### src/core/pds_pkg.sv
// package: constants and carrier types for the prbs source and error checker
package pds_pkg;
  localparam int          CLK_HZ          = 20000000;
  localparam int          GEN_NUM         = 3;
  localparam int          GEN_LOW         = 0;
  localparam int          GEN_HIGH        = 1;
  localparam int          GEN_SPREAD      = 2;
  localparam int          REG_MAXW        = 13;
  localparam int          GEN_W [GEN_NUM] = '{10, 13, 11};
  // tap masks; bit k set means stage k+1 feeds back
  localparam logic [12:0] GEN_TAPS [GEN_NUM] = '{13'h0204, 13'h1B00, 13'h0500};
  localparam logic        GEN_HALVE [GEN_NUM] = '{1'b1, 1'b1, 1'b0};
  // master (twice bit rate) and chip rates in hertz
  localparam longint      MASTER_HZ_144   = 144000;
  localparam longint      MASTER_HZ_432   = 432000;
  localparam longint      MASTER_HZ_6M    = 6000000;
  localparam longint      CHIP_HZ         = 14100000;
  localparam logic [31:0] INC_144  = 32'((MASTER_HZ_144 << 32) / CLK_HZ);
  localparam logic [31:0] INC_432  = 32'((MASTER_HZ_432 << 32) / CLK_HZ);
  localparam logic [31:0] INC_6M   = 32'((MASTER_HZ_6M << 32) / CLK_HZ);
  localparam logic [31:0] INC_CHIP = 32'((CHIP_HZ << 32) / CLK_HZ);
  // dump pulse lengths per rate
  localparam int          DUMP_NS_72      = 1000;
  localparam int          DUMP_NS_216     = 500;
  localparam logic [5:0]  DUMP_CYC_72     = 6'((DUMP_NS_72 * (CLK_HZ / 1000000) + 999) / 1000);
  localparam logic [5:0]  DUMP_CYC_216    = 6'((DUMP_NS_216 * (CLK_HZ / 1000000) + 999) / 1000);
  // register map (byte addresses)
  localparam logic [7:0]  ADDR_CTRL       = 8'h00;
  localparam logic [7:0]  ADDR_DLY72      = 8'h04;
  localparam logic [7:0]  ADDR_DLY216     = 8'h08;
  localparam logic [7:0]  ADDR_DLY3M      = 8'h0C;
  localparam logic [7:0]  ADDR_ERRCNT     = 8'h10;
  localparam int          CTRL_BIPHASE    = 0;
  localparam int          CTRL_CNTCLR     = 1;
  localparam int          CTRL_DATARST    = 2;
  localparam logic [5:0]  DLY72_RST       = 6'h10;
  localparam logic [5:0]  DLY216_RST      = 6'h08;
  localparam logic [5:0]  DLY3M_RST       = 6'h02;
  localparam int          DLY_DEPTH       = 64;
  localparam logic [15:0] ERRCNT_MAX      = 16'hFFFF;

  typedef struct packed {
    logic baseband;
    logic basebandN;
    logic lineCoded;
    logic lineCodedN;
    logic wordSync;
  } pds_src_out_t;

  typedef struct packed {
    logic [7:0]  addr;
    logic [31:0] wrData;
    logic        wr;
    logic        rd;
  } pds_reg_req_t;
endpackage

### src/core/pds_core.sv
// module: three prbs generators, demod clocking and bit error checker
//
// The placing of the registers and strobed register access are this design's own decisions.
`timescale 1ns/1ps
module pds_core
  import pds_pkg::*;
(
  input  wire logic                  sys_clk,
  input  wire logic                  rst,
  input  wire pds_pkg::pds_reg_req_t regReq,
  output logic [31:0]                regRdData,
  input  wire logic                  compDecision,
  input  wire logic                  dataResetBtn,
  output pds_pkg::pds_src_out_t      lowOut,
  output pds_pkg::pds_src_out_t      highOut,
  output logic                       spreadChip,
  output logic                       spreadSync,
  output logic                       lowDemodClk,
  output logic                       highDemodClk,
  output logic                       dumpCmd,
  output logic                       integSlow,
  output logic                       reconData,
  output logic                       refData,
  output logic                       bitErr,
  output logic [15:0]                errCount
);
  import pds_pkg::*;

  // control registers
  logic        biphase_reg;
  logic [5:0]  dly72_reg;
  logic [5:0]  dly216_reg;
  logic [5:0]  dly3m_reg;
  logic [15:0] errCnt_reg;
  logic [15:0] errCnt_next;

  wire wrCtrl  = regReq.wr && (regReq.addr == ADDR_CTRL);
  wire wrDly72 = regReq.wr && (regReq.addr == ADDR_DLY72);
  wire wrDly216 = regReq.wr && (regReq.addr == ADDR_DLY216);
  wire wrDly3m = regReq.wr && (regReq.addr == ADDR_DLY3M);
  wire cntClr  = wrCtrl && regReq.wrData[CTRL_CNTCLR];
  wire swDataRst = wrCtrl && regReq.wrData[CTRL_DATARST];

  always_ff @(posedge sys_clk) begin
    if (rst) begin
      biphase_reg <= 1'b0;
      dly72_reg   <= DLY72_RST;
      dly216_reg  <= DLY216_RST;
      dly3m_reg   <= DLY3M_RST;
    end else begin
      if (wrCtrl) biphase_reg <= regReq.wrData[CTRL_BIPHASE];
      if (wrDly72) dly72_reg <= regReq.wrData[5:0];
      if (wrDly216) dly216_reg <= regReq.wrData[5:0];
      if (wrDly3m) dly3m_reg <= regReq.wrData[5:0];
    end
  end

  wire [31:0] rdMux =
    (regReq.addr == ADDR_CTRL)   ? {31'h0, biphase_reg} :
    (regReq.addr == ADDR_DLY72)  ? {26'h0, dly72_reg} :
    (regReq.addr == ADDR_DLY216) ? {26'h0, dly216_reg} :
    (regReq.addr == ADDR_DLY3M)  ? {26'h0, dly3m_reg} :
    (regReq.addr == ADDR_ERRCNT) ? {16'h0, errCnt_reg} : 32'h0;

  always_ff @(posedge sys_clk) begin
    if (rst) regRdData <= 32'h0;
    else if (regReq.rd) regRdData <= rdMux;
    else regRdData <= 32'h0;
  end

  // pin synchronisers
  logic [1:0] btnSync;
  logic [1:0] decSync;
  always_ff @(posedge sys_clk) begin
    if (rst) begin
      btnSync <= 2'h0;
      decSync <= 2'h0;
    end else begin
      btnSync <= {btnSync[0], dataResetBtn};
      decSync <= {decSync[0], compDecision};
    end
  end
  wire dataRst = rst || btnSync[1] || swDataRst;

  // rate selection: biphase mode runs 216 kbps, quadriphase runs 72 kbps plus 3 Mbps
  wire [31:0] lowInc = biphase_reg ? INC_432 : INC_144;
  wire [31:0] incSel [GEN_NUM] = '{lowInc, INC_6M, INC_CHIP};
  wire        genRun [GEN_NUM] = '{1'b1, ~biphase_reg, 1'b1};

  logic [REG_MAXW-1:0] lfsrState [GEN_NUM];
  logic                shiftEn   [GEN_NUM];
  logic                halfClk   [GEN_NUM];
  logic                prevBit   [GEN_NUM];
  pds_src_out_t        srcOut    [GEN_NUM];

  // generators share one structure; widths and taps come from the tables
  for (genvar g = 0; g < GEN_NUM; g++) begin : gen_src
    localparam logic [REG_MAXW-1:0] WMASK = 13'((14'h1 << GEN_W[g]) - 14'h1);
    logic [31:0]         ncoAcc;
    logic                masterEn;
    logic [REG_MAXW-1:0] st;
    logic                halfReg;
    wire  [32:0]         ncoSum = {1'b0, ncoAcc} + {1'b0, incSel[g]};
    // xnor feedback so all zeros is a legal start state
    wire                 fb = ~(^(st & GEN_TAPS[g]));
    wire                 lockup = (st == WMASK);
    wire                 step = GEN_HALVE[g] ? (masterEn && !halfReg) : masterEn;
    wire [REG_MAXW-1:0]  stNext = lockup ? 13'h0 : ({st[REG_MAXW-2:0], fb} & WMASK);

    always_ff @(posedge sys_clk) begin
      if (dataRst || !genRun[g]) begin
        ncoAcc   <= 32'h0;
        masterEn <= 1'b0;
        st       <= 13'h0;
        halfReg  <= 1'b0;
        prevBit[g] <= 1'b0;
        // pairs stay complementary even while held in reset
        srcOut[g]  <= '{baseband: 1'b0, basebandN: 1'b1, lineCoded: 1'b0,
                        lineCodedN: 1'b1, wordSync: 1'b0};
      end else begin
        ncoAcc   <= ncoSum[31:0];
        masterEn <= ncoSum[32];
        if (masterEn && GEN_HALVE[g]) halfReg <= ~halfReg;
        if (step || lockup) st <= stNext;
        if (step) prevBit[g] <= st[GEN_W[g]-1];
        srcOut[g].baseband   <= st[GEN_W[g]-1];
        srcOut[g].basebandN  <= ~st[GEN_W[g]-1];
        // biphase-l: true data in first half bit, inverted in second
        srcOut[g].lineCoded  <= st[GEN_W[g]-1] ^ ~halfReg;
        srcOut[g].lineCodedN <= ~(st[GEN_W[g]-1] ^ ~halfReg);
        srcOut[g].wordSync   <= step && (st == 13'h0);
      end
    end
    assign lfsrState[g] = st;
    assign shiftEn[g]   = step;
    assign halfClk[g]   = halfReg;
  end

  assign lowOut     = srcOut[GEN_LOW];
  assign highOut    = srcOut[GEN_HIGH];
  assign spreadChip = srcOut[GEN_SPREAD].baseband;
  assign spreadSync = srcOut[GEN_SPREAD].wordSync;

  // delayed demod clocks: tapped delay lines, tap chosen by the rate in use
  logic [DLY_DEPTH-1:0] lowLine;
  logic [DLY_DEPTH-1:0] highLine;
  wire  [5:0]           lowTap = biphase_reg ? dly216_reg : dly72_reg;
  always_ff @(posedge sys_clk) begin
    if (rst) begin
      lowLine      <= '0;
      highLine     <= '0;
      lowDemodClk  <= 1'b0;
      highDemodClk <= 1'b0;
    end else begin
      lowLine      <= {lowLine[DLY_DEPTH-2:0], halfClk[GEN_LOW]};
      highLine     <= {highLine[DLY_DEPTH-2:0], halfClk[GEN_HIGH]};
      lowDemodClk  <= lowLine[lowTap];
      highDemodClk <= highLine[dly3m_reg];
    end
  end

  // bit reconstruct on the low-rate channel
  logic       demodPrev;
  logic [5:0] dumpCnt;
  logic       capStrobe;
  wire        bitEdge = lowDemodClk && !demodPrev;
  wire [5:0]  dumpLen = biphase_reg ? DUMP_CYC_216 : DUMP_CYC_72;
  wire        mismatch = reconData ^ refData;

  always_ff @(posedge sys_clk) begin
    if (rst) begin
      demodPrev <= 1'b0;
      dumpCnt   <= 6'h0;
      dumpCmd   <= 1'b0;
      integSlow <= 1'b0;
      reconData <= 1'b0;
      refData   <= 1'b0;
      capStrobe <= 1'b0;
      bitErr    <= 1'b0;
    end else begin
      demodPrev <= lowDemodClk;
      integSlow <= ~biphase_reg;
      capStrobe <= bitEdge;
      if (bitEdge) begin
        dumpCnt   <= dumpLen;
        dumpCmd   <= 1'b1;
        reconData <= decSync[1];
        refData   <= prevBit[GEN_LOW];
      end else if (dumpCnt > 6'h1) begin
        dumpCnt <= dumpCnt - 6'h1;
      end else begin
        dumpCnt <= 6'h0;
        dumpCmd <= 1'b0;
      end
      bitErr <= capStrobe && mismatch;
    end
  end

  // error counter saturates; a pulse in the clear cycle still counts
  always_comb begin
    errCnt_next = errCnt_reg;
    if (cntClr) errCnt_next = 16'h0;
    if (bitErr && errCnt_next != ERRCNT_MAX) errCnt_next = errCnt_next + 16'h1;
  end
  always_ff @(posedge sys_clk) begin
    if (rst) errCnt_reg <= 16'h0;
    else errCnt_reg <= errCnt_next;
  end
  assign errCount = errCnt_reg;

  // checks
  lfsr_no_lock_a: assert property (@(posedge sys_clk) disable iff (rst)
    (lfsrState[GEN_LOW][9:0] == 10'h3FF) |=> (lfsrState[GEN_LOW] == 13'h0))
    else $error("low lfsr stayed in lockup");
  hi_idle_a: assert property (@(posedge sys_clk) disable iff (rst)
    biphase_reg [*3] |-> (lfsrState[GEN_HIGH] == 13'h0))
    else $error("high source ran in biphase mode");
  pair_comp_a: assert property (@(posedge sys_clk) disable iff (rst)
    lowOut.baseband != lowOut.basebandN)
    else $error("baseband pair not complementary");
  code_pair_a: assert property (@(posedge sys_clk) disable iff (rst)
    lowOut.lineCoded != lowOut.lineCodedN)
    else $error("coded pair not complementary");
  step_half_a: assert property (@(posedge sys_clk) disable iff (rst)
    shiftEn[GEN_LOW] |=> !shiftEn[GEN_LOW] [*2])
    else $error("low shift faster than half master");
  sync_zero_a: assert property (@(posedge sys_clk) disable iff (dataRst)
    srcOut[GEN_SPREAD].wordSync |-> $past(lfsrState[GEN_SPREAD]) == 13'h0)
    else $error("spread sync off word start");
  dump_start_a: assert property (@(posedge sys_clk) disable iff (rst)
    bitEdge |=> dumpCmd)
    else $error("no dump after bit edge");
  err_pulse_a: assert property (@(posedge sys_clk) disable iff (rst)
    bitErr |-> $past(capStrobe) && $past(reconData != refData))
    else $error("error pulse without mismatch");
  err_single_a: assert property (@(posedge sys_clk) disable iff (rst)
    bitErr |=> !bitErr)
    else $error("error pulse longer than one cycle");
  cnt_inc_a: assert property (@(posedge sys_clk) disable iff (rst)
    (bitErr && !cntClr && errCnt_reg != ERRCNT_MAX) |=> errCnt_reg == $past(errCnt_reg) + 16'h1)
    else $error("error not counted");
  recon_cap_a: assert property (@(posedge sys_clk) disable iff (rst)
    bitEdge |=> reconData == $past(decSync[1]))
    else $error("decision not captured");
endmodule

### config.mk
export PLATFORM = sky130hd
export DESIGN_NAME = pds_core
export DESIGN_NICKNAME = d
export VERILOG_FILES = /design/src/core/pds_pkg.sv /design/src/core/pds_core.sv
export SDC_FILE = /design/constraint.sdc
export NUM_CORES = 1
export LEC_CHECK = 0
export BUFFER_PORTS_ARGS = -buffer_cell sky130_fd_sc_hd__buf_2
export CAP_MARGIN = 20
export CORE_MARGIN = 5
export CORE_UTILIZATION = 54
export CTS_CLUSTER_SIZE = 24
export DETAILED_ROUTE_END_ITERATION = 10
export GPL_TIMING_DRIVEN = 1
export PLACE_DENSITY = 0.76
export SLEW_MARGIN = 15
export SYNTH_ARGS = -nofsm -noshare
export SYNTH_HDL_FRONTEND = slang
export SYNTH_SLANG_ARGS = --single-unit
### constraint.sdc
create_clock -name sys_clk -period 3.07 [get_ports sys_clk]
set_clock_uncertainty 0.2 [all_clocks]
set_input_delay 0.1535 -clock sys_clk [delete_from_list [all_inputs] [get_ports sys_clk]]
set_output_delay 0.1535 -clock sys_clk [all_outputs]
set_load 0.03 [all_outputs]
==> impl_metrics.json, run 1 <==
{
  "powerDensity_nw_per_um2": 683,
  "first_global_vias": 9935,
  "hold_start": "regReq[41]",
  "grt_first_pass_wirelength_mm": 46.9,
  "area_growth_pct": 15.0,
  "stdcell_count": 1889,
  "htree_num_levels": 2,
  "ys.flop_type": "dfxtp_1",
  "grt_usage_pct": 18.7,
  "ios": 113,
  "finalHoldViolations": 0,
  "slew_headroom_pct": 36.8,
  "dp_cells": 1799,
  "clk-insertion-delay-late_ns": 0.53,
  "ys_warn_count": 0,
  "ant_nets": 0,
  "crit_chain": "dlygate4sd3_1 -> buf_2 -> nor4_4 -> buf_4 -> and3_2 -> nand2_2 -> nor2_4 -> nand2_1 -> dlygate4sd3_1 -> a21oi_1 -> dlygate4sd3_1",
  "critPathMostFrequentCell": "dlygate4sd3_1",
  "worstPathRequired_ns": 3.33,
  "syn_area_sq_um": 14100,
  "core_sq_um": 25800,
  "timing.max_cap.violations": 0,
  "use_met1_pct": 25.2,
  "syn_inst": 1433,
  "vias": 10300,
  "outcome": "finished clean",
  "die_height_microns": 172,
  "startpoint": "regReq[40]",
  "dieArea_sq_um": 29400,
  "fill_cells": 2044,
  "ir_worst_vdd_mv": 0.623,
  "routed_via_density": 5.47,
  "ys_types": 82,
  "synth_top_area_cell": "dfxtp_1",
  "multi_input_area_sq_um": 6770,
  "fin_setup_tns_ns": 0,
  "drc": 0,
  "drive_gt1_share_pct": 14.1,
  "yosysTopAreaCellShare_pct": 48.8,
  "ys_seq_area_share_pct": 49.0,
  "overflow": 0,
  "worstMarginPinSlew_ns": 0.946,
  "drtIter0Drc": 763,
  "cts_num_sinks": 344,
  "cts_tree": "done",
  "firstDrtPassIters": 7,
  "period_share_pct": 94.4,
  "synth_seq_cells": 344,
  "seq_area_sq_um": 6900,
  "crit_arrival_ns": 3.16,
  "use_met2_pct": 31.0,
  "wire_per_inst_microns": 14.5,
  "synth-edff-count": 1,
  "cts-buffers-inserted": 37,
  "setup_viol": 0,
  "postSynth.asyncResetShare_pct": 0,
  "path_delay_family": "buffers and inverters",
  "io_buffers": 70,
  "placed_cell_area_sq_um": 14700,
  "gp_congestion": 0.874,
  "num_antenna_cells": 0,
  "grt_max_degree": 89,
  "die_x_microns": 172,
  "syn_avg_cell_area_sq_um": 9.83,
  "grt.busiest_layer": "met2",
  "reg_top3": "gen_src.ncoAcc: 94 flops, highLine: 64 flops, lowLine: 64 flops",
  "wl_mm": 27.3,
  "rsz0062_at_grt": "no",
  "regMostFlops": "gen_src.ncoAcc",
  "antenna_found_initial": 0,
  "worstSetupEndpointType": "flop",
  "startpoint_type": "input pin",
  "final_cell_mix": "dfxtp_1, nor2b_1, nor2_1",
  "dp_hpwl_mm": 17.8,
  "final_area_sq_um": 16200,
  "period_minus_slack_ns": 2.90,
  "drv_slew": 0,
  "clockRootBuffer": "clkbuf_16",
  "crit_buf_inv": 5,
  "rows": 59,
  "grtUsageMet3_pct": 2.71,
  "crit_type": "in -> reg",
  "largest_reg_flops": 94,
  "path_max_fanout": 8,
  "r2r_start": "biphase_reg",
  "slowest_delay_ns": 0.56,
  "hp-class": "in -> reg",
  "cpMaxStageDelayCell": "dlygate4sd3_1",
  "clock.fmax_ghz": 0.345,
  "p_leak_nw": 6.47,
  "nets": 1592,
  "start_util_pct": 54.5,
  "yosys-top-cells-area": "dfxtp_1, nor2b_1, mux4_2, nor2_1, nand2_1",
  "clk_pin_slew_ns": 0.06,
  "layout_commonest_cell": "dfxtp_1",
  "clockBufferDepth": 3
}
-- where the power goes --
| group | switching [W] | total (W) | internal (W) |
|---|---|---|---|
| clock network | 0.00177 | 0.00438 | 0.00261 |
| registers | 0.000302 | 0.00506 | 0.00476 |
| logic | 0.000930 | 0.00163 | 0.000702 |
-- metal layers --
metal  part of all wire, %  wire (microns)  vias up
li1                      -               -     5157
met1                    46           12500     4855
met2                    47           12800      255
met3                   5.0            1360       64
met4                   2.8             761        0
met5                     0               0        -
-- worst min-delay path: cells and delay by family --
kind                   cells  cell delay [ns]
buffers and inverters      1             0.11
and+or+nand+nor            3             0.39
AOI/OAI and AO/OA          1             0.06
-- worst paths after layout --
kind | end | cells past startpoint | slack, ns
hold reg to reg | capStrobe | 1 | 0.22
hold / removal | regRdData[3] | 5 | 0.05
setup / recovery | dly216_reg[4] | 11 | 0.17
setup reg to reg | gen_src[0].ncoAcc[31] | 8 | 0.32
-- Yosys cell counts, types with 20 or more instances --
master,instances
dfxtp_1,343
nor2b_1,143
nor2_1,136
nand2_1,122
a21oi_1,86
o21ai_0,44
mux2i_1,40
xor2_1,40
clkbuf_1,39
xnor2_1,33
nand3_1,29
mux4_2,25
and3_1,24
inv_1,22
nor3_1,22
nand4_1,20
-- stage by stage --
step                      hold WS [ns]  util [%]  setup slack (ns)  power [W]
final                           0.0488      62.7             0.171     0.0111
after global routing             0.103      62.7            0.0406     0.0116
after CTS                       0.0181      62.6            0.0857     0.0112
after detailed placement         0.188      56.9             0.337    0.00674
after global placement           0.164      56.9             0.400    0.00668
after floorplan                 0.0326         -             0.124    0.00643
-- what timing repair did --
action	CTS	global route
endpoints found under the hold margin	33	0
resized for setup	0	3
setup endpoints to repair	0	4
buffers inserted	0	2
hold buffers	25	0
-- logic make-up (layout without fill, tap and decap cells) --
family | count (synthesis) | count (layout) | synth area share, %
XOR/XNOR | 73 | 73 | 4.54
AND/OR/NAND/NOR | 583 | 583 | 21.5
AO/OA/AOI/OAI | 227 | 227 | 10.5
flip-flops | 344 | 344 | 49.0
adder cells (fa/ha/maj) | 16 | 16 | 1.42
other | 1 | 16 | 0.0266
buffers and inverters | 104 | 210 | 3.46
multiplexers | 85 | 85 | 9.56
-- area by class of cell --
cell class,count,area share [%]
Multi-Input combinational cell,1000,41.8
Clock buffer,46,6.24
Inverter,23,0.533
Sequential cell,344,42.6
Clock inverter,17,1.23
Timing Repair Buffer,124,5.05
Tap cell,335,2.59
Power figures use the tool's default switching activity.
==> run 2, diff against run 1 <==
--- a/config.mk
+++ b/config.mk
@@ -12,7 +12,7 @@
 export CTS_CLUSTER_SIZE = 24
 export DETAILED_ROUTE_END_ITERATION = 10
 export GPL_TIMING_DRIVEN = 1
-export PLACE_DENSITY = 0.76
+export PLACE_DENSITY_LB_ADDON = 0.2
 export SLEW_MARGIN = 15
 export SYNTH_ARGS = -nofsm -noshare
 export SYNTH_HDL_FRONTEND = slang
==> impl_metrics.json, run 2 (synthesis results as in run 1) <==
{
  "vias": 10100,
  "area_growth_pct": 14.9,
  "drv_slew": 0,
  "clock.fmax_ghz": 0.355,
  "clk_pin_slew_ns": 0.06,
  "r2r_slack_ns": 0.25,
  "post_cts_resized": 0,
  "clk-insertion-delay-late_ns": 0.52,
  "drive_gt1_share_pct": 13.9,
  "grt_first_pass_wirelength_mm": 45.5,
  "ant_nets": 0,
  "worstSetupEndpointType": "flop",
  "gp_congestion": 0.838,
  "largest_reg_flops": 94,
  "powerDensity_nw_per_um2": 701,
  "finalHoldViolations": 0,
  "crit_type": "reg -> reg",
  "cpMaxStageDelayCell": "a211oi_1",
  "antenna_found_initial": 0,
  "overflow": 0,
  "rows": 59,
  "wl_mm": 27.3,
  "cts-buffers-inserted": 36,
  "crit_chain": "inv_1 -> buf_4 -> ha_1 -> a211oi_1 -> o211ai_4 -> and3_1 -> a221oi_2 -> xor2_1 -> nor2_1",
  "dieArea_sq_um": 29400,
  "firstDrtPassIters": 6,
  "start_util_pct": 54.5,
  "htree_num_levels": 2,
  "worstPathRequired_ns": 3.25,
  "period_minus_slack_ns": 2.82,
  "placed_cell_area_sq_um": 14700,
  "final_area_sq_um": 16200,
  "path_delay_family": "compound AO/OA/AOI/OAI gates",
  "final_cell_mix": "dfxtp_1, nor2b_1, nor2_1",
  "die_height_microns": 172,
  "hp-class": "in -> reg",
  "cts_num_sinks": 344,
  "drtIter0Drc": 651,
  "io_buffers": 70,
  "clockRootBuffer": "clkbuf_16",
  "reg_top3": "gen_src.ncoAcc: 94 flops, highLine: 64 flops, lowLine: 64 flops",
  "first_global_vias": 9620,
  "startpoint_type": "flop",
  "die_x_microns": 172,
  "p_total_w": 0.0113,
  "worstMarginPinSlew_ns": 0.931,
  "grt_max_degree": 96,
  "period_share_pct": 91.8,
  "dp_hpwl_mm": 18.1,
  "outcome": "finished clean",
  "timing.max_cap.violations": 0,
  "ir_worst_vdd_mv": 0.663,
  "ios": 113,
  "layout_commonest_cell": "dfxtp_1",
  "fin_setup_tns_ns": 0,
  "grt_usage_pct": 18.3,
  "num_antenna_cells": 0,
  "regMostFlops": "gen_src.ncoAcc",
  "drc": 0,
  "crit_arrival_ns": 3.00,
  "rsz0062_at_grt": "no",
  "cts_setup_buffers": 0,
  "clockBufferDepth": 3,
  "slowest_delay_ns": 0.45,
  "core_sq_um": 25800,
  "wire_per_inst_microns": 14.5,
  "routed_via_density": 5.38,
  "setup_viol": 0,
  "crit_buf_inv": 2,
  "cts_tree": "done",
  "slew_headroom_pct": 37.9,
  "path_max_fanout": 7,
  "nets": 1581,
  "p_leak_nw": 6.47
}
run 2: changes by cell type in the layout (fill, tap and decap cells not counted), moves of 2 or more:
cell and change:
buf_4 -2, clkbuf_16 -2, bufinv_16 +4, clkbuf_8 +4
dlygate4sd3_1 -7, clkinv_2 -4
run 2: metal layers:
metal  vias to the layer above  share of wire [%]  track usage (%)
met2                       189                 45             29.9
li1                       5138                  -                -
met1                      4734                 48             24.8
met5                         -                  0                0
met4                         0                2.7             6.17
met3                        51                4.6             3.13
run 2: worst register-to-register path, cell delays in order (launching register included):
cell	delay, ns
dfxtp_1	0.32
inv_1	0.17
buf_4	0.21
ha_1	0.36
a211oi_1	0.45
o211ai_4	0.17
and3_1	0.24
a221oi_2	0.32
xor2_1	0.19
nor2_1	0.05
run 2: per-stage QoR:
step	util, %	hold slack, ns	setup slack [ns]	instances
finish	62.6	0.0250	0.252	1879
global route	62.6	0.0489	0.00181	1879
CTS	62.6	0.00522	0.279	1879
detailed placement	56.9	0.169	0.303	1798
global placement	56.9	0.168	0.359	1798
floorplan	-	0.0326	0.124	1448
run 2: final cells by class:
cell class,instances,area (sq um)
Clock inverter,15,270
Sequential cell,344,6900
Clock buffer,48,1020
Multi-Input combinational cell,1000,6760
Fill cell,2133,9660
Timing Repair Buffer,114,728
Tap cell,335,419
Inverter,23,86.3
run 2: worst paths after layout:
kind / start / end / cells past startpoint
setup / recovery: biphase_reg / gen_src[0].ncoAcc[27] / 9
hold / removal: regReq[40] / regRdData[5] / 5
setup reg to reg: biphase_reg / gen_src[0].ncoAcc[27] / 9
hold reg to reg: decSync[0] / decSync[1] / 1
run 2: what timing repair did:
item                                    in CTS  in global routing
endpoints found under the hold margin       38                  0
endpoints found under the setup margin       0                  0
hold buffers                                18                  0
run 2: where the power goes:
group          internal (W)  total [W]  switching (W)
sequential          0.00476    0.00506       0.000302
combinational      0.000699    0.00161       0.000907
clock               0.00292    0.00468        0.00175
